[src/pkg/bfp_pkg.sv]
/*
 * Package for the buck fault-protection control block: register map, field
 * positions, reset values, timing counts and shared types.
 * Assumes one 125 MHz clock and an AXI4-Lite master with 32-bit data.
 */
// Behaviour
// - Feedback below selected threshold triggers under-voltage
// - Under-voltage event sets sticky fault status bit
// - Select low picks CC threshold, high CV
// - Disable bit suppresses under-voltage protective action
// - Detector, flag and interrupt stay active when disabled
// - Mask bit blocks under-voltage interrupt
// - Response select low gives hiccup retry cycles
// - First hit stops switching for hiccup wait
// - Retry resumes if cleared, else repeats wait
// - Response select high latches converter off
// - Input lockouts halt everything but lockout detectors
// - Level one holds until both lockouts release
// - Bias or auxiliary faults, hard thermal: reset sequence
// - Stop bias, blank timer, then restart bias
// - Level three faults latch off until enable low
// - Latch holds while enable high; needs low-high
// - Level four faults: off for hiccup period, retry
// - Bad frequency resistor: revalidate forever, keep interrupting
// - Resistor checked only before bias-ready state
// - Four consecutive limit pairs trigger over-current, flag
package bfp_pkg;

	localparam logic [7:0] BFP_OFS_IRQ_FLAGS = 8'h04;
	localparam logic [7:0] BFP_OFS_FAULT_FLAGS = 8'h08;
	localparam logic [7:0] BFP_OFS_IRQ_MASK = 8'h1c;
	localparam logic [7:0] BFP_OFS_PROT_CTRL = 8'h24;
	localparam logic [7:0] BFP_OFS_UV_SEL = 8'h2c;
	localparam logic [7:0] BFP_OFS_STATE = 8'h40;

	localparam int BFP_BIT_FREQ_IRQ = 4;
	localparam int BFP_BIT_UV_FLAG = 4;
	localparam int BFP_BIT_OV_FLAG = 5;
	localparam int BFP_BIT_OC_FLAG = 6;
	localparam int BFP_BIT_UV_MASK = 4;
	localparam int BFP_BIT_RESP_SEL = 2;
	localparam int BFP_BIT_UV_DIS = 3;
	localparam int BFP_BIT_UV_SEL = 3;

	localparam logic BFP_RST_UV_SEL = 1'b1;
	localparam logic BFP_RST_UV_DIS = 1'b0;
	localparam logic BFP_RST_RESP_SEL = 1'b0;
	localparam logic BFP_RST_UV_MASK = 1'b0;

	localparam int BFP_CLK_MHZ = 125;
	localparam int BFP_HICCUP_US = 1000;
	localparam int BFP_RESET_BLANK_US = 1000;
	localparam int BFP_FREQ_CHECK_US = 10;
	localparam int BFP_HICCUP_CYC = BFP_HICCUP_US * BFP_CLK_MHZ;
	localparam int BFP_RESET_BLANK_CYC = BFP_RESET_BLANK_US * BFP_CLK_MHZ;
	localparam int BFP_FREQ_CHECK_CYC = BFP_FREQ_CHECK_US * BFP_CLK_MHZ;
	localparam int BFP_OC_PAIRS = 4;

	localparam logic [1:0] BFP_RESP_OKAY = 2'b00;
	localparam logic [1:0] BFP_RESP_SLVERR = 2'b10;

	typedef enum {
		BFP_ST_LOCKOUT,
		BFP_ST_BIAS_RESET,
		BFP_ST_FREQ_CHECK,
		BFP_ST_WAIT_EN,
		BFP_ST_RUN,
		BFP_ST_HICCUP,
		BFP_ST_LATCHED
	} bfp_state_t;

	// Raw fault inputs from the analog detectors
	typedef struct packed {
		logic uvlo;
		logic ovlo;
		logic bias_oc;
		logic bias_ov;
		logic bias_uv;
		logic aux_uv;
		logic hard_tsd;
		logic soft_tsd;
		logic sync_err;
		logic out_ov;
		logic cbc_high;
		logic cbc_low;
		logic uv_cv_below;
		logic uv_cc_below;
		logic freq_ok;
	} bfp_fault_t;

	typedef struct packed {
		logic bias_on;
		logic main_on;
		logic bias_ready;
	} bfp_power_t;

endpackage

[src/hw/bfp_ctrl.sv]
/*
 * Fault-protection control for a buck regulator: severity sorting, reset
 * sequence, hiccup and latch-off handling, frequency-resistor check, and an
 * AXI4-Lite register slave.
 * Assumes detector inputs and the enable come from other clock domains.
 */
// Implementation choices: the AXI4-Lite interface to the registers and the placing of the registers.
module bfp_ctrl
	import bfp_pkg::*;
#(
	parameter int HICCUP_CYC = BFP_HICCUP_CYC,
	parameter int RESET_BLANK_CYC = BFP_RESET_BLANK_CYC,
	parameter int FREQ_CHECK_CYC = BFP_FREQ_CHECK_CYC,
	parameter int OC_PAIRS = BFP_OC_PAIRS
) (
	input wire logic aclk,
	input wire logic aresetn,
	input wire logic [7:0] s_axi_awaddr,
	input wire logic s_axi_awvalid,
	output logic s_axi_awready,
	input wire logic [31:0] s_axi_wdata,
	input wire logic [3:0] s_axi_wstrb,
	input wire logic s_axi_wvalid,
	output logic s_axi_wready,
	output logic [1:0] s_axi_bresp,
	output logic s_axi_bvalid,
	input wire logic s_axi_bready,
	input wire logic [7:0] s_axi_araddr,
	input wire logic s_axi_arvalid,
	output logic s_axi_arready,
	output logic [31:0] s_axi_rdata,
	output logic [1:0] s_axi_rresp,
	output logic s_axi_rvalid,
	input wire logic s_axi_rready,
	input wire bfp_fault_t fault_in,
	input wire logic internal_enable,
	output bfp_power_t power_out,
	output logic host_irq
);

	// ************************************************************
	// State
	// ************************************************************
	typedef struct packed {
		bfp_fault_t f1;
		bfp_fault_t f2;
		logic en1;
		logic en2;
		bfp_state_t st;
		logic [31:0] tmr;
		logic [2:0] oc_cnt;
		logic cbc_high_seen;
		logic uv_prev;
		logic uv_flag;
		logic ov_flag;
		logic oc_flag;
		logic freq_irq;
		logic uv_sel;
		logic uv_dis;
		logic resp_sel;
		logic uv_mask;
		logic aw_got;
		logic w_got;
		logic [7:0] aw_addr;
		logic [31:0] w_data;
		logic [3:0] w_strb;
		logic bvalid;
		logic [1:0] bresp;
		logic rvalid;
		logic [31:0] rdata;
		logic [1:0] rresp;
		logic irq;
	} bfp_regs_t;

	bfp_regs_t s_reg;
	bfp_regs_t s_next;

	function automatic logic known_ofs(input logic [7:0] a);
		known_ofs = (a == BFP_OFS_IRQ_FLAGS) || (a == BFP_OFS_FAULT_FLAGS) || (a == BFP_OFS_IRQ_MASK) ||
			(a == BFP_OFS_PROT_CTRL) || (a == BFP_OFS_UV_SEL) || (a == BFP_OFS_STATE);
	endfunction

	logic uv_below;
	logic lvl1;
	logic lvl2;
	logic lvl3;
	logic lvl4;
	logic oc_pair;
	logic oc_trip;
	logic tmr_done;
	logic do_wr;
	logic do_rd;
	logic [31:0] rd_word;

	always_comb begin
		// Synchronised detector view
		uv_below = s_reg.uv_sel ? s_reg.f2.uv_cv_below : s_reg.f2.uv_cc_below;
		oc_pair = s_reg.cbc_high_seen && s_reg.f2.cbc_low;
		oc_trip = oc_pair && (s_reg.oc_cnt == 3'(OC_PAIRS - 1));
		lvl1 = s_reg.f2.uvlo || s_reg.f2.ovlo;
		lvl2 = s_reg.f2.bias_oc || s_reg.f2.bias_ov || s_reg.f2.bias_uv || s_reg.f2.aux_uv ||
			s_reg.f2.hard_tsd;
		lvl3 = (uv_below && !s_reg.uv_dis && s_reg.resp_sel) || (s_reg.f2.sync_err && s_reg.resp_sel) ||
			s_reg.f2.out_ov || oc_trip;
		lvl4 = (uv_below && !s_reg.uv_dis && !s_reg.resp_sel) || (s_reg.f2.sync_err && !s_reg.resp_sel) ||
			s_reg.f2.soft_tsd;
		tmr_done = (s_reg.tmr == 32'h0000_0000);
		do_wr = s_reg.aw_got && s_reg.w_got && !s_reg.bvalid;
		do_rd = s_axi_arvalid && !s_reg.rvalid;
		case (s_axi_araddr)
			BFP_OFS_IRQ_FLAGS: rd_word = {27'h0, s_reg.freq_irq, 4'h0};
			BFP_OFS_FAULT_FLAGS: rd_word = {25'h0, s_reg.oc_flag, s_reg.ov_flag, s_reg.uv_flag, 4'h0};
			BFP_OFS_IRQ_MASK: rd_word = {27'h0, s_reg.uv_mask, 4'h0};
			BFP_OFS_PROT_CTRL: rd_word = {28'h0, s_reg.uv_dis, s_reg.resp_sel, 2'h0};
			BFP_OFS_UV_SEL: rd_word = {28'h0, s_reg.uv_sel, 3'h0};
			BFP_OFS_STATE: rd_word = {29'h0, 3'(s_reg.st)};
			default: rd_word = 32'h0000_0000;
		endcase

		s_next = s_reg;
		s_next.f1 = fault_in;
		s_next.f2 = s_reg.f1;
		s_next.en1 = internal_enable;
		s_next.en2 = s_reg.en1;
		s_next.uv_prev = uv_below;
		if (!tmr_done) begin
			s_next.tmr = s_reg.tmr - 32'h1;
		end

		// Over-current pair counter, runs only while the converter switches
		if (s_reg.st != BFP_ST_RUN) begin
			s_next.oc_cnt = 3'h0;
			s_next.cbc_high_seen = 1'b0;
		end else if (s_reg.f2.cbc_high) begin
			s_next.cbc_high_seen = 1'b1;
		end else if (oc_pair) begin
			s_next.cbc_high_seen = 1'b0;
			s_next.oc_cnt = oc_trip ? 3'h0 : s_reg.oc_cnt + 3'h1;
		end

		// Severity-ordered sequencer
		if (lvl1) begin
			s_next.st = BFP_ST_LOCKOUT;
		end else if (lvl2) begin
			s_next.st = BFP_ST_BIAS_RESET;
			s_next.tmr = 32'(RESET_BLANK_CYC);
		end else begin
			case (s_reg.st)
				BFP_ST_LOCKOUT: begin
					s_next.st = BFP_ST_BIAS_RESET;
					s_next.tmr = 32'(RESET_BLANK_CYC);
				end
				BFP_ST_BIAS_RESET: begin
					if (tmr_done) begin
						s_next.st = BFP_ST_FREQ_CHECK;
						s_next.tmr = 32'(FREQ_CHECK_CYC);
					end
				end
				BFP_ST_FREQ_CHECK: begin
					if (tmr_done) begin
						if (s_reg.f2.freq_ok) begin
							s_next.st = BFP_ST_WAIT_EN;
						end else begin
							s_next.tmr = 32'(FREQ_CHECK_CYC);
						end
					end
				end
				BFP_ST_WAIT_EN: begin
					if (s_reg.en2) begin
						s_next.st = BFP_ST_RUN;
					end
				end
				BFP_ST_RUN: begin
					if (!s_reg.en2) begin
						s_next.st = BFP_ST_WAIT_EN;
					end else if (lvl3) begin
						s_next.st = BFP_ST_LATCHED;
					end else if (lvl4) begin
						s_next.st = BFP_ST_HICCUP;
						s_next.tmr = 32'(HICCUP_CYC);
					end
				end
				BFP_ST_HICCUP: begin
					if (lvl3) begin
						s_next.st = BFP_ST_LATCHED;
					end else if (tmr_done) begin
						s_next.st = BFP_ST_RUN;
					end
				end
				BFP_ST_LATCHED: begin
					if (!s_reg.en2) begin
						s_next.st = BFP_ST_WAIT_EN;
					end
				end
				default: s_next.st = BFP_ST_LOCKOUT;
			endcase
		end

		// AXI4-Lite write channel
		if (s_axi_awvalid && !s_reg.aw_got) begin
			s_next.aw_got = 1'b1;
			s_next.aw_addr = s_axi_awaddr;
		end
		if (s_axi_wvalid && !s_reg.w_got) begin
			s_next.w_got = 1'b1;
			s_next.w_data = s_axi_wdata;
			s_next.w_strb = s_axi_wstrb;
		end
		if (s_reg.bvalid && s_axi_bready) begin
			s_next.bvalid = 1'b0;
		end
		if (do_wr) begin
			s_next.aw_got = 1'b0;
			s_next.w_got = 1'b0;
			s_next.bvalid = 1'b1;
			s_next.bresp = known_ofs(s_reg.aw_addr) ? BFP_RESP_OKAY : BFP_RESP_SLVERR;
			if (s_reg.w_strb[0]) begin
				case (s_reg.aw_addr)
					BFP_OFS_IRQ_FLAGS: if (s_reg.w_data[BFP_BIT_FREQ_IRQ]) s_next.freq_irq = 1'b0;
					BFP_OFS_FAULT_FLAGS: begin
						if (s_reg.w_data[BFP_BIT_UV_FLAG]) s_next.uv_flag = 1'b0;
						if (s_reg.w_data[BFP_BIT_OV_FLAG]) s_next.ov_flag = 1'b0;
						if (s_reg.w_data[BFP_BIT_OC_FLAG]) s_next.oc_flag = 1'b0;
					end
					BFP_OFS_IRQ_MASK: s_next.uv_mask = s_reg.w_data[BFP_BIT_UV_MASK];
					BFP_OFS_PROT_CTRL: begin
						s_next.uv_dis = s_reg.w_data[BFP_BIT_UV_DIS];
						s_next.resp_sel = s_reg.w_data[BFP_BIT_RESP_SEL];
					end
					BFP_OFS_UV_SEL: s_next.uv_sel = s_reg.w_data[BFP_BIT_UV_SEL];
					default: ;
				endcase
			end
		end

		// Flags set after clears so a coincident event wins
		if (uv_below && !s_reg.uv_prev) begin
			s_next.uv_flag = 1'b1;
		end
		if (s_reg.f2.out_ov) begin
			s_next.ov_flag = 1'b1;
		end
		if (oc_trip) begin
			s_next.oc_flag = 1'b1;
		end
		if (s_reg.st == BFP_ST_FREQ_CHECK && tmr_done && !s_reg.f2.freq_ok) begin
			s_next.freq_irq = 1'b1;
		end
		s_next.irq = (s_next.uv_flag && !s_next.uv_mask) || s_next.freq_irq;

		// AXI4-Lite read channel
		if (s_reg.rvalid && s_axi_rready) begin
			s_next.rvalid = 1'b0;
		end
		if (do_rd) begin
			s_next.rvalid = 1'b1;
			s_next.rdata = rd_word;
			s_next.rresp = known_ofs(s_axi_araddr) ? BFP_RESP_OKAY : BFP_RESP_SLVERR;
		end
	end

	always_ff @(posedge aclk) begin
		if (!aresetn) begin
			s_reg <= '0;
			s_reg.st <= BFP_ST_LOCKOUT;
			s_reg.uv_sel <= BFP_RST_UV_SEL;
			s_reg.uv_dis <= BFP_RST_UV_DIS;
			s_reg.resp_sel <= BFP_RST_RESP_SEL;
			s_reg.uv_mask <= BFP_RST_UV_MASK;
		end else begin
			s_reg <= s_next;
		end
	end

	// ************************************************************
	// Outputs
	// ************************************************************
	assign s_axi_awready = !s_reg.aw_got;
	assign s_axi_wready = !s_reg.w_got;
	assign s_axi_bvalid = s_reg.bvalid;
	assign s_axi_bresp = s_reg.bresp;
	assign s_axi_arready = !s_reg.rvalid;
	assign s_axi_rvalid = s_reg.rvalid;
	assign s_axi_rdata = s_reg.rdata;
	assign s_axi_rresp = s_reg.rresp;
	assign power_out.bias_on = (s_reg.st != BFP_ST_LOCKOUT) && (s_reg.st != BFP_ST_BIAS_RESET);
	assign power_out.main_on = (s_reg.st == BFP_ST_RUN);
	assign power_out.bias_ready = (s_reg.st == BFP_ST_WAIT_EN) || power_out.main_on ||
		(s_reg.st == BFP_ST_HICCUP) || (s_reg.st == BFP_ST_LATCHED);
	assign host_irq = s_reg.irq;
endmodule

[config.mk]
export PLATFORM = sky130hd
export DESIGN_NAME = bfp_ctrl
export DESIGN_NICKNAME = d
export VERILOG_FILES = /design/src/pkg/bfp_pkg.sv /design/src/hw/bfp_ctrl.sv
export SDC_FILE = /design/constraint.sdc
export NUM_CORES = 1
export LEC_CHECK = 0
export BUFFER_PORTS_ARGS = -buffer_cell sky130_fd_sc_hd__buf_2
export CORE_UTILIZATION = 48
export DETAILED_ROUTE_END_ITERATION = 16
export GPL_TIMING_DRIVEN = 0
export PLACE_DENSITY = 0.76
export SLEW_MARGIN = 10
export SYNTH_ARGS = -nofsm -noshare
export SYNTH_HDL_FRONTEND = slang
export SYNTH_SLANG_ARGS = --single-unit
export TNS_END_PERCENT = 1
[constraint.sdc]
create_clock -name aclk -period 3.05 [get_ports aclk]
set_clock_uncertainty 0.2 [all_clocks]
set_input_delay 0.1525 -clock aclk [delete_from_list [all_inputs] [get_ports aclk]]
set_output_delay 0.1525 -clock aclk [all_outputs]
set_load 0.02 [all_outputs]
==> key figures, run 1 <==
Logic synthesis
  – Mean instance size in the synthesized netlist: 8.75 µm²
  – Largest family of logic cells by synthesized area: simple AND/OR/NAND/NOR gates
  – Post-synthesis cell type with the largest combined area: dfxtp_1
  – Top cell type's share of synthesized area: 43.3%
  – Synth cell types: 58
  – Most used DFF post-synth: dfxtp_1
  – Adder-cell share of the synthesized area: 0.751%
  – Warning count from the yosys run: 0
  – Post-synth ARST share: 0%
  – Multiplexer area fraction after synthesis: 4.23%
  – Number of synthesized flops with an enable pin: 0
  – Largest cells by area after synthesis: dfxtp_1, buf_4, nor2_1
  – Synthesized instance count: 571
  – Share of the yosys chip area belonging to registers: 43.3%
  – Seq cells post-synth: 108
  – Mapped cell area: 5000 µm²
  – Synthesized-area fraction occupied by ao, oa, aoi and oai cells: 10.9%
  – Area fraction in and, or, nand and nor cells after synthesis: 27.5%
  – Xor and xnor fraction of the mapped netlist area: 5.08%

Critical path
  – Peak fanout along the critical path: 10
  – Type of the worst setup path: reg2reg
  – CP Launch Point: s_reg[123]
  – Endpoint type of the worst setup path: flip-flop
  – Worst flop-to-flop path endpoint: s_reg[98]
  – Sequence of cells on the critical path: or4_4 -> nor4_2 -> and3_1 -> buf_6 -> inv_4 -> buf_2 -> ha_1 -> inv_1 -> a21oi_1 -> a2111o_1 -> nand3_1
  – Number of cells on the critical path: 11
  – Crit Reg-Reg Startpoint: s_reg[123]
  – End point of the critical path: s_reg[98]
  – Depth of the worst register-to-register path: 11
  – Data required time at the worst endpoint: 3.17 ns
  – Worst R2R Setup Slack: 0.16 ns
  – Delay contributed by the slowest stage of the critical path: 0.58 ns
  – Worst path top cell family by delay: simple AND/OR/NAND/NOR gates
  – Endpoint arrival time on the critical path: 3.01 ns
  – Critical path's slowest cell: or4_4
  – CP bufs+invs: 4
  – Kind of start point of the critical path: flip-flop

Placement
  – Cells after DPL: 792
  – Port Buf Inserts: 62
  – Final GP Congestion: 0.896
  – Post-placement setup slack: -0.276 ns
  – Hpwl dp: 7580 µm

Global route
  – Total overflow reported by the global router: 0
  – Initial antenna violation count: 0
  – Global-route total usage across every layer: 21.1%
  – Pin count of the biggest net entering global routing: 20
  – Global-route wire length before repair: 18600 µm
  – Number of global-route vias before repair: 4025

Cells and area
  – Fraction of final layout cells with drive strength greater than 1: 19.1%
  – Number of flip-flops in the largest register: 80
  – Fillcell total: 850
  – Syn-to-layout area delta: 23.5%
  – Antenna cells: 0
  – Utilization after layout: 62.0%
  – Commonest cells after routing, fill and taps aside: dfxtp_1, buf_2, nor2_1
  – Final non-filler cell total: 846
  – Most common cell after layout, fill and taps aside: dfxtp_1
  – Net count reported at finish: 786

STA
  – Max Clk Rate: 0.346 GHz
  – Total count of max-transition violations in the final report: 0
  – Post-route worst hold slack: 0.0289 ns
  – Worst path setup slack after routing: 0.164 ns
  – Slew of the pin with the lowest slew margin: 0.624 ns
  – Setup repair after global routing missed its margin: false
  – Final critical-path required period: 2.89 ns
  – Final-report setup violation count: 0
  – Post-route clock period utilization: 94.6%
  – Relative slew slack: 57.9%
  – Hold violation total from the final report: 0

Route
  – Routed via count divided by cell count: 5.02
  – Count of nets left with antenna violations after detail routing: 0
  – Wirelength per Cell: 12.9 µm
  – Via Count: 4244
  – Iter 0 DRT Violations: 159
  – DRC violations left: 0
  – Post-detailed-routing wire length: 10900 µm
  – Length of the first detailed-routing pass in iterations: 4

Clocking
  – Number of buffers added by the clock tree synthesis step: 9
  – Total number of H-tree levels: 3
  – CTS tree: yes
  – Clock sinks: 108
  – Longest Clk Path Bufs: 2
  – Clock root buffer: clkbuf_8
  – Clock transition at path regs: 0.10 ns
  – Clock network latency to the later pin of the worst-skew pair: 0.37 ns

Die
  – Starting Density: 50.2%
  – Die boundary width: 104 µm
  – I/O pins: 120
  – Die span in y: 104 µm
  – CORE AREA: 9950 µm²
  – Die area: 10800 µm²
  – Placement row count: 36

Status
  – Status: finished, final reports clean

Power
  – Largest vdd supply drop: 480 µV
  – Pwr per Cell Area: 491 nW/µm²
  – Total Power Consumption: 0.00303 W
  – Lkg Pwr: 2.58 nW

Flow run
  – Maximum capacitance violations: 0

Hold path
  – HP Class: in2reg
-- per-layer routing --
layer | vias to the layer above | track usage [%] | share of wire (%)
li1 | 2169 | - | -
met1 | 1958 | 24.8 | 43
met2 | 101 | 37.2 | 51
met3 | 16 | 4.14 | 4.1
met4 | 0 | 8.88 | 1.6
met5 | - | 0 | 0
-- power by group --
group / internal, W / switching, W / total (W)
sequential: 0.00148 / 0.0000586 / 0.00154
clock: 0.000417 / 0.000502 / 0.000919
combinational: 0.000263 / 0.000311 / 0.000574
-- tightest hold or removal path, stage by stage --
cell and delay (ns):
buf_2 0.13, nor3b_1 0.08, a22oi_1 0.14, nor2b_1 0.06
-- kinds of logic (layout without fill, tap and decap cells) --
kind of cell    count (synthesis)  in the layout
simple gates                  256            256
flops                         108            108
compound gates                 83             83
buf+inv                        70            186
xor+xnor                       29             29
mux                            21             21
fa+ha+maj                       3              3
other cells                     1             27
-- synthesized netlist by cell type, types with 2 or more instances --
| cell | number |
|---|---|
| a2111o_1 | 2 |
| a211oi_1 | 4 |
| a21boi_0 | 7 |
| a21oi_1 | 16 |
| a22oi_1 | 4 |
| a31oi_1 | 6 |
| and2_1 | 33 |
| and3_1 | 5 |
| buf_2 | 3 |
| buf_4 | 36 |
| clkbuf_1 | 17 |
| dfxtp_1 | 108 |
| ha_1 | 3 |
| inv_1 | 11 |
| mux2i_1 | 20 |
| nand2_1 | 38 |
| nand2b_1 | 8 |
| nand3_1 | 24 |
| nand3b_1 | 2 |
| nand4_1 | 3 |
| nor2_1 | 59 |
| nor2b_1 | 28 |
| nor3_1 | 18 |
| nor3b_1 | 5 |
| nor4_1 | 7 |
| nor4b_1 | 3 |
| o21a_1 | 5 |
| o21ai_0 | 21 |
| o31ai_1 | 6 |
| or2_2 | 7 |
| or3_1 | 4 |
| or4_1 | 4 |
| or4_4 | 2 |
| xnor2_1 | 12 |
| xor2_1 | 17 |
-- cell type report --
type	instances	area (µm²)	area share, %
Buffer	58	364	5.90
Tap cell	133	166	2.70
Timing Repair Buffer	100	686	11.1
Sequential cell	108	2160	35.0
Clock buffer	10	138	2.23
Multi-Input combinational cell	419	2530	41.0
Clock inverter	6	76.3	1.24
Inverter	12	47.5	0.770
-- per-stage QoR --
| step | area, µm² | setup TNS, ns |
|---|---|---|
| after floorplan | 5100 | 0 |
| after detailed placement | 5570 | -1.07 |
| after global placement | 5570 | -0.171 |
| final | 6170 | 0 |
| after global routing | 6170 | 0 |
| after CTS | 6150 | 0 |
-- how the worst min path moves through the flow --
stage                    startpoint        endpoint  slack [ns]  cells past startpoint
global route        s_axi_araddr[4]  s_axi_rdata[3]        0.05                      4
CTS                 s_axi_araddr[4]  s_axi_rdata[3]        0.01                      4
floorplan           internal_enable     s_next[162]        0.08                      1
global placement        fault_in[2]     s_next[166]        0.16                      2
detailed placement      fault_in[6]     s_next[170]        0.16                      2
finish              s_axi_araddr[4]  s_axi_rdata[3]        0.03                      4
-- repair_timing --
item                                   in CTS  in global routing
pin swaps                                   0                  1
endpoints found under the hold margin      40                  0
hold buffers                               36                  0
setup buffers                               0                  2
gates resized for setup                     1                  1
setup endpoints to repair                  12                  7
(Power assumes the default switching activity.)
==> run 2, diff against run 1 <==
--- a/config.mk
+++ b/config.mk
@@ -5,8 +5,9 @@
 export SDC_FILE = /design/constraint.sdc
 export NUM_CORES = 1
 export LEC_CHECK = 0
+export ABC_AREA = 1
 export BUFFER_PORTS_ARGS = -buffer_cell sky130_fd_sc_hd__buf_2
-export CORE_UTILIZATION = 48
+export CORE_UTILIZATION = 49
 export DETAILED_ROUTE_END_ITERATION = 16
 export GPL_TIMING_DRIVEN = 0
 export PLACE_DENSITY = 0.76
==> key figures, run 2 <==
Logic synthesis
  – Mapped cell area: 5440 µm²
  – Most frequent cell after synthesis: nand2_1
  – Top cell type's share of synthesized area: 39.7%
  – Synthesized instance count: 799
  – Mean instance size in the synthesized netlist: 6.81 µm²
  – Post-synth ARST share: 0%
  – Number of synthesized flops with an enable pin: 0
  – Seq cells post-synth: 108
  – Most used DFF post-synth: dfxtp_1
  – Post-synthesis cell type with the largest combined area: dfxtp_1
  – Share of the yosys chip area belonging to registers: 39.7%
  – Largest cells by area after synthesis: dfxtp_1, nand2_1, nor2_1
  – Warning count from the yosys run: 0
  – Synth cell types: 43
  – Most used standard cells in the synthesized netlist: nand2_1, nor2_1, dfxtp_1, inv_1, nand3_1

Power
  – Internal power component: 0.00212 W
  – Share of power burned in registers: 47.6%
  – Lkg Pwr: 3.33 nW
  – Clock network power share: 28.2%
  – Total Power Consumption: 0.00325 W
  – Fraction of power consumed by combinational cells: 24.2%
  – Pwr per Cell Area: 491 nW/µm²
  – Fraction of power spent switching nets: 34.8%
  – Switching component of the power: 0.00113 W
  – Largest vdd supply drop: 292 µV

Cells and area
  – Antenna cells: 0
  – Net count reported at finish: 1014
  – Syn-to-layout area delta: 21.7%
  – Number of flip-flops in the largest register: 80
  – Most common cell after layout, fill and taps aside: nand2_1
  – Commonest cells after routing, fill and taps aside: nand2_1, nor2_1, dfxtp_1
  – Area taken by flip-flops and latches: 2160 µm²
  – Area of the multi-input gates: 2620 µm²
  – Final non-filler cell total: 1081
  – Fillcell total: 1017
  – Fraction of final layout cells with drive strength greater than 1: 15.5%

Global route
  – Number of global-route vias before repair: 4669
  – Initial antenna violation count: 0
  – Global-route total usage across every layer: 23.4%
  – Pin count of the biggest net entering global routing: 23
  – Total overflow reported by the global router: 0
  – Global-route wire length before repair: 21100 µm

STA
  – Worst path setup slack after routing: 0.492 ns
  – Post-route clock period utilization: 83.9%
  – Final-report setup violation count: 0
  – Slew of the pin with the lowest slew margin: 0.746 ns
  – Post-route worst hold slack: 0.00846 ns
  – Relative slew slack: 49.8%
  – Final critical-path required period: 2.56 ns
  – Total Neg Setup Slack: 0 ns
  – Max Clk Rate: 0.391 GHz
  – Total count of max-transition violations in the final report: 0
  – Setup repair after global routing missed its margin: false
  – Hold violation total from the final report: 0

Die
  – Placement row count: 38
  – I/O pins: 120
  – Die area: 11500 µm²
  – Die span in y: 107 µm
  – CORE AREA: 10800 µm²
  – Die boundary width: 107 µm
  – Starting Density: 50.2%

Critical path
  – Peak fanout along the critical path: 5
  – Type of the worst setup path: reg2reg
  – Kind of start point of the critical path: flip-flop
  – Data required time at the worst endpoint: 3.14 ns
  – Endpoint type of the worst setup path: flip-flop
  – Endpoint arrival time on the critical path: 2.65 ns

Clocking
  – Longest Clk Path Bufs: 2
  – Total number of H-tree levels: 3
  – Number of buffers added by the clock tree synthesis step: 9
  – Clock network latency to the later pin of the worst-skew pair: 0.39 ns
  – CTS tree: yes
  – Number of gates resized after cts: 0
  – Clock root buffer: clkbuf_8
  – Clock sinks: 108
  – Clock transition at path regs: 0.11 ns

Placement
  – Post-placement setup slack: 0.518 ns
  – Hpwl dp: 9330 µm
  – Cells after DPL: 1027
  – Port Buf Inserts: 62
  – Final GP Congestion: 0.920

Route
  – Iter 0 DRT Violations: 299
  – DRC violations left: 0
  – Routed via count divided by cell count: 4.79
  – Post-detailed-routing wire length: 12700 µm
  – Count of nets left with antenna violations after detail routing: 0
  – Via Count: 5182
  – Length of the first detailed-routing pass in iterations: 5
  – Wirelength per Cell: 11.7 µm

Status
  – Status: finished, final reports clean

Hold path
  – HP Class: in2reg

Flow run
  – Maximum capacitance violations: 0
[run 2: worst max-delay path, stage by stage (launching register included)]
cell,delay (ns)
dfxtp_1,0.35
inv_1,0.15
ha_1,0.33
nand2_2,0.16
nor2_4,0.19
nand2_1,0.08
nor2_2,0.25
inv_1,0.08
ha_1,0.27
inv_1,0.06
nand3_1,0.08
nand2_1,0.05
nor2_1,0.08
nand2_1,0.05
nand2_1,0.05
nand2_1,0.04
[run 2: cell families (layout without fill, tap and decap cells)]
logic type               Yosys count  after routing  synth area share (%)
buffers and inverters            161            277                  13.9
AO/OA/AOI/OAI                     97             97                  9.73
AND/OR/NAND/NOR                  407            407                  32.4
adder cells (fa/ha/maj)            3              3                 0.690
XOR/XNOR                          22             22                  3.54
flip-flops                       108            108                  39.7
other                              1             27                0.0689
[run 2: metal layers]
metal,routed length [µm],global-route usage [%],vias to the layer above
met2,6230,41.2,138
met5,0,0,-
li1,-,-,2742
met1,5690,29.2,2293
met4,129,5.87,0
met3,640,4.24,9
[run 2: worst paths after layout]
kind         depth (start not counted)        endpoint  slack (ns)            start
max                                 15       s_reg[98]        0.49        s_reg[98]
min                                  6  s_axi_rdata[1]       0.008  s_axi_araddr[3]
max reg2reg                         15       s_reg[98]        0.49        s_reg[98]
min reg2reg                          2      s_reg[174]        0.22      s_next[174]
[run 2: layout make-up]
cell class,instances,share of cell area [%]
plain buffers,51,5.18
well taps,140,2.65
inverters,110,6.24
clock buffers,9,1.87
repair buffers,100,10.4
flip-flops and latches,108,32.7
clock inverters,7,1.38
multi-input cells,556,39.6
[run 2: timing repair]
action	4_1_cts	5_1_grt
buffers inserted	0	0
hold buffers	38	0
hold endpoints to repair	40	0
[run 2: metrics by stage]
step | area (µm²) | util [%]
floorplan | 5540 | -
global placement | 6020 | 55.6
detailed placement | 6020 | 55.6
CTS | 6620 | 61.1
global route | 6620 | 61.1
finish | 6620 | 61.1
[run 2: power groups by stage]
stage,combinational [W],sequential [W],clock [W]
3_5_place_dp,0.000739,0.00158,0
2_1_floorplan,0.000572,0.00157,0
6_report,0.000786,0.00155,0.000915
4_1_cts,0.000777,0.00155,0.000936
5_1_grt,0.000889,0.00156,0.000990
3_3_place_gp,0.000735,0.00158,0
==> run 3, diff against run 2 <==
--- a/config.mk
+++ b/config.mk
@@ -7,10 +7,10 @@
 export LEC_CHECK = 0
 export ABC_AREA = 1
 export BUFFER_PORTS_ARGS = -buffer_cell sky130_fd_sc_hd__buf_2
-export CORE_UTILIZATION = 49
+export CORE_UTILIZATION = 55
 export DETAILED_ROUTE_END_ITERATION = 16
 export GPL_TIMING_DRIVEN = 0
-export PLACE_DENSITY = 0.76
+export PLACE_DENSITY = 0.81
 export SLEW_MARGIN = 10
 export SYNTH_ARGS = -nofsm -noshare
 export SYNTH_HDL_FRONTEND = slang
==> constraint.sdc (replaced) <==
create_clock -name aclk -period 2.45 [get_ports aclk]
set_clock_uncertainty 0.2 [all_clocks]
set_input_delay 0.1225 -clock aclk [delete_from_list [all_inputs] [get_ports aclk]]
set_output_delay 0.1225 -clock aclk [all_outputs]
set_load 0.02 [all_outputs]
==> key figures, run 3 (same netlist as run 2, synthesis figures left out) <==
Placement
  – Hpwl dp: 9280 µm
  – Post-placement setup slack: -0.0870 ns
  – Final GP Congestion: 0.960
  – Port Buf Inserts: 62

STA
  – Slew of the pin with the lowest slew margin: 0.703 ns
  – Post-route clock period utilization: 94.9%
  – Post-route worst hold slack: 0.0151 ns
  – Total Neg Setup Slack: 0 ns
  – Final critical-path required period: 2.32 ns
  – Worst path setup slack after routing: 0.126 ns
  – Setup repair after global routing missed its margin: false
  – Total count of max-transition violations in the final report: 0
  – Relative slew slack: 52.7%
  – Max Clk Rate: 0.430 GHz
  – Hold violation total from the final report: 0
  – Final-report setup violation count: 0

Cells and area
  – Most common cell after layout, fill and taps aside: nand2_1
  – Fillcell total: 791
  – Area of the multi-input gates: 2640 µm²
  – Net count reported at finish: 1019
  – Syn-to-layout area delta: 22.3%
  – Number of flip-flops in the largest register: 80
  – Antenna cells: 0
  – Area taken by flip-flops and latches: 2160 µm²
  – Fraction of final layout cells with drive strength greater than 1: 16.0%
  – Commonest cells after routing, fill and taps aside: nand2_1, nor2_1, dfxtp_1

Global route
  – Total overflow reported by the global router: 0
  – Global-route total usage across every layer: 26.8%
  – Pin count of the biggest net entering global routing: 21
  – Initial antenna violation count: 0
  – Number of global-route vias before repair: 4875
  – Global-route wire length before repair: 21500 µm

Critical path
  – Kind of start point of the critical path: input port
  – Depth of the worst register-to-register path: 12
  – Peak fanout along the critical path: 10
  – Endpoint type of the worst setup path: flip-flop
  – Endpoint arrival time on the critical path: 2.46 ns
  – Type of the worst setup path: in2reg
  – Data required time at the worst endpoint: 2.59 ns

Flow run
  – Maximum capacitance violations: 0

Power
  – Total Power Consumption: 0.00401 W
  – Lkg Pwr: 3.35 nW
  – Clock network power share: 26.7%
  – Switching component of the power: 0.00135 W
  – Internal power component: 0.00266 W
  – Pwr per Cell Area: 603 nW/µm²
  – Fraction of power consumed by combinational cells: 25.2%
  – Share of power burned in registers: 48.1%
  – Fraction of power spent switching nets: 33.7%
  – Largest vdd supply drop: 468 µV

Die
  – Die span in y: 101 µm
  – Die boundary width: 101 µm
  – CORE AREA: 9420 µm²
  – I/O pins: 120
  – Placement row count: 35
  – Starting Density: 57.8%
  – Die area: 10300 µm²

Route
  – Via Count: 5317
  – Amount of wire on met2 after detailed routing: 6310 µm
  – DRC violations left: 0
  – Length of the first detailed-routing pass in iterations: 5
  – Sum of routed wire segments on met1: 5720 µm
  – Count of nets left with antenna violations after detail routing: 0
  – Iter 0 DRT Violations: 289
  – Post-detailed-routing wire length: 13100 µm
  – Highest routed layer: met4
  – Wire length on met3: 745 µm
  – Wirelength per Cell: 12.2 µm
  – Routed via count divided by cell count: 4.95

Status
  – Status: finished, final reports clean

Clocking
  – Longest Clk Path Bufs: 2
  – CTS tree: yes
  – Clock network latency to the later pin of the worst-skew pair: 0.38 ns
  – Number of buffers added by the clock tree synthesis step: 9
  – Clock transition at path regs: 0.11 ns
  – Total number of H-tree levels: 3
  – Clock sinks: 108
  – Clock root buffer: clkbuf_8

Hold path
  – HP Class: in2reg
  – Worst hold stages: 6
run 3: cell types whose count changed in the layout (fill, tap and decap cells not counted), moves of 2 or more:
cell and change:
buf_4 +3, inv_8 +3, clkinv_8 -2, clkinvlp_4 +2, dlygate4sd3_1 +2, inv_6 -2
run 3: final timing paths:
kind / slack, ns / from / end
max: 0.13 / aresetn / s_reg[47]
min: 0.02 / s_axi_araddr[3] / s_axi_rdata[1]
max reg2reg: 0.19 / s_reg[98] / s_reg[114]
min reg2reg: 0.22 / s_next[175] / s_reg[175]
run 3: power by group through the flow:
stage	Clock [W]	Sequential, W	Combinational [W]
after global placement	0	0.00196	0.000909
final	0.00107	0.00193	0.00101
after floorplan	0	0.00195	0.000712
after global routing	0.00117	0.00194	0.00114
after CTS	0.00110	0.00193	0.000976
after detailed placement	0	0.00197	0.000921
run 3: area by class of cell:
| cell class | instances | area share (%) |
|---|---|---|
| Sequential cell | 108 | 32.5 |
| Buffer | 51 | 5.15 |
| Timing Repair Buffer | 105 | 11.0 |
| Clock buffer | 10 | 2.07 |
| Multi-Input combinational cell | 556 | 39.7 |
| Clock inverter | 6 | 0.978 |
| Tap cell | 129 | 2.43 |
| Inverter | 110 | 6.21 |
run 3: repair_timing:
action | CTS | global route
buffers inserted | 0 | 3
pin swaps | 0 | 3
hold endpoints to repair | 40 | 0
hold buffers | 40 | 0
resized for setup | 2 | 2
endpoints found under the setup margin | 1 | 17
cloned | 0 | 0
run 3: per-stage QoR:
step                utilization (%)  instance area (µm²)  cells
finish                         70.7                 6650   1075
global route                   70.7                 6650   1075
CTS                            70.3                 6620   1072
detailed placement             63.8                 6010   1016
global placement               63.8                 6010   1016
floorplan                         -                 5540    825
run 3: per-layer routing:
metal  track usage (%)  vias to the layer above
li1                  -                     2753
met1              32.2                     2351
met2              46.3                      182
met3              5.66                       31
met4              11.8                        0
met5                 0                        -
run 3: worst max-delay path: stages:
cell and delay (ns):
dlygate4sd3_1 0.52, buf_2 0.13, clkbuf_1 0.39, clkbuf_1 0.46, o21ai_0 0.17, nor2_1 0.12
dlygate4sd3_1 0.55
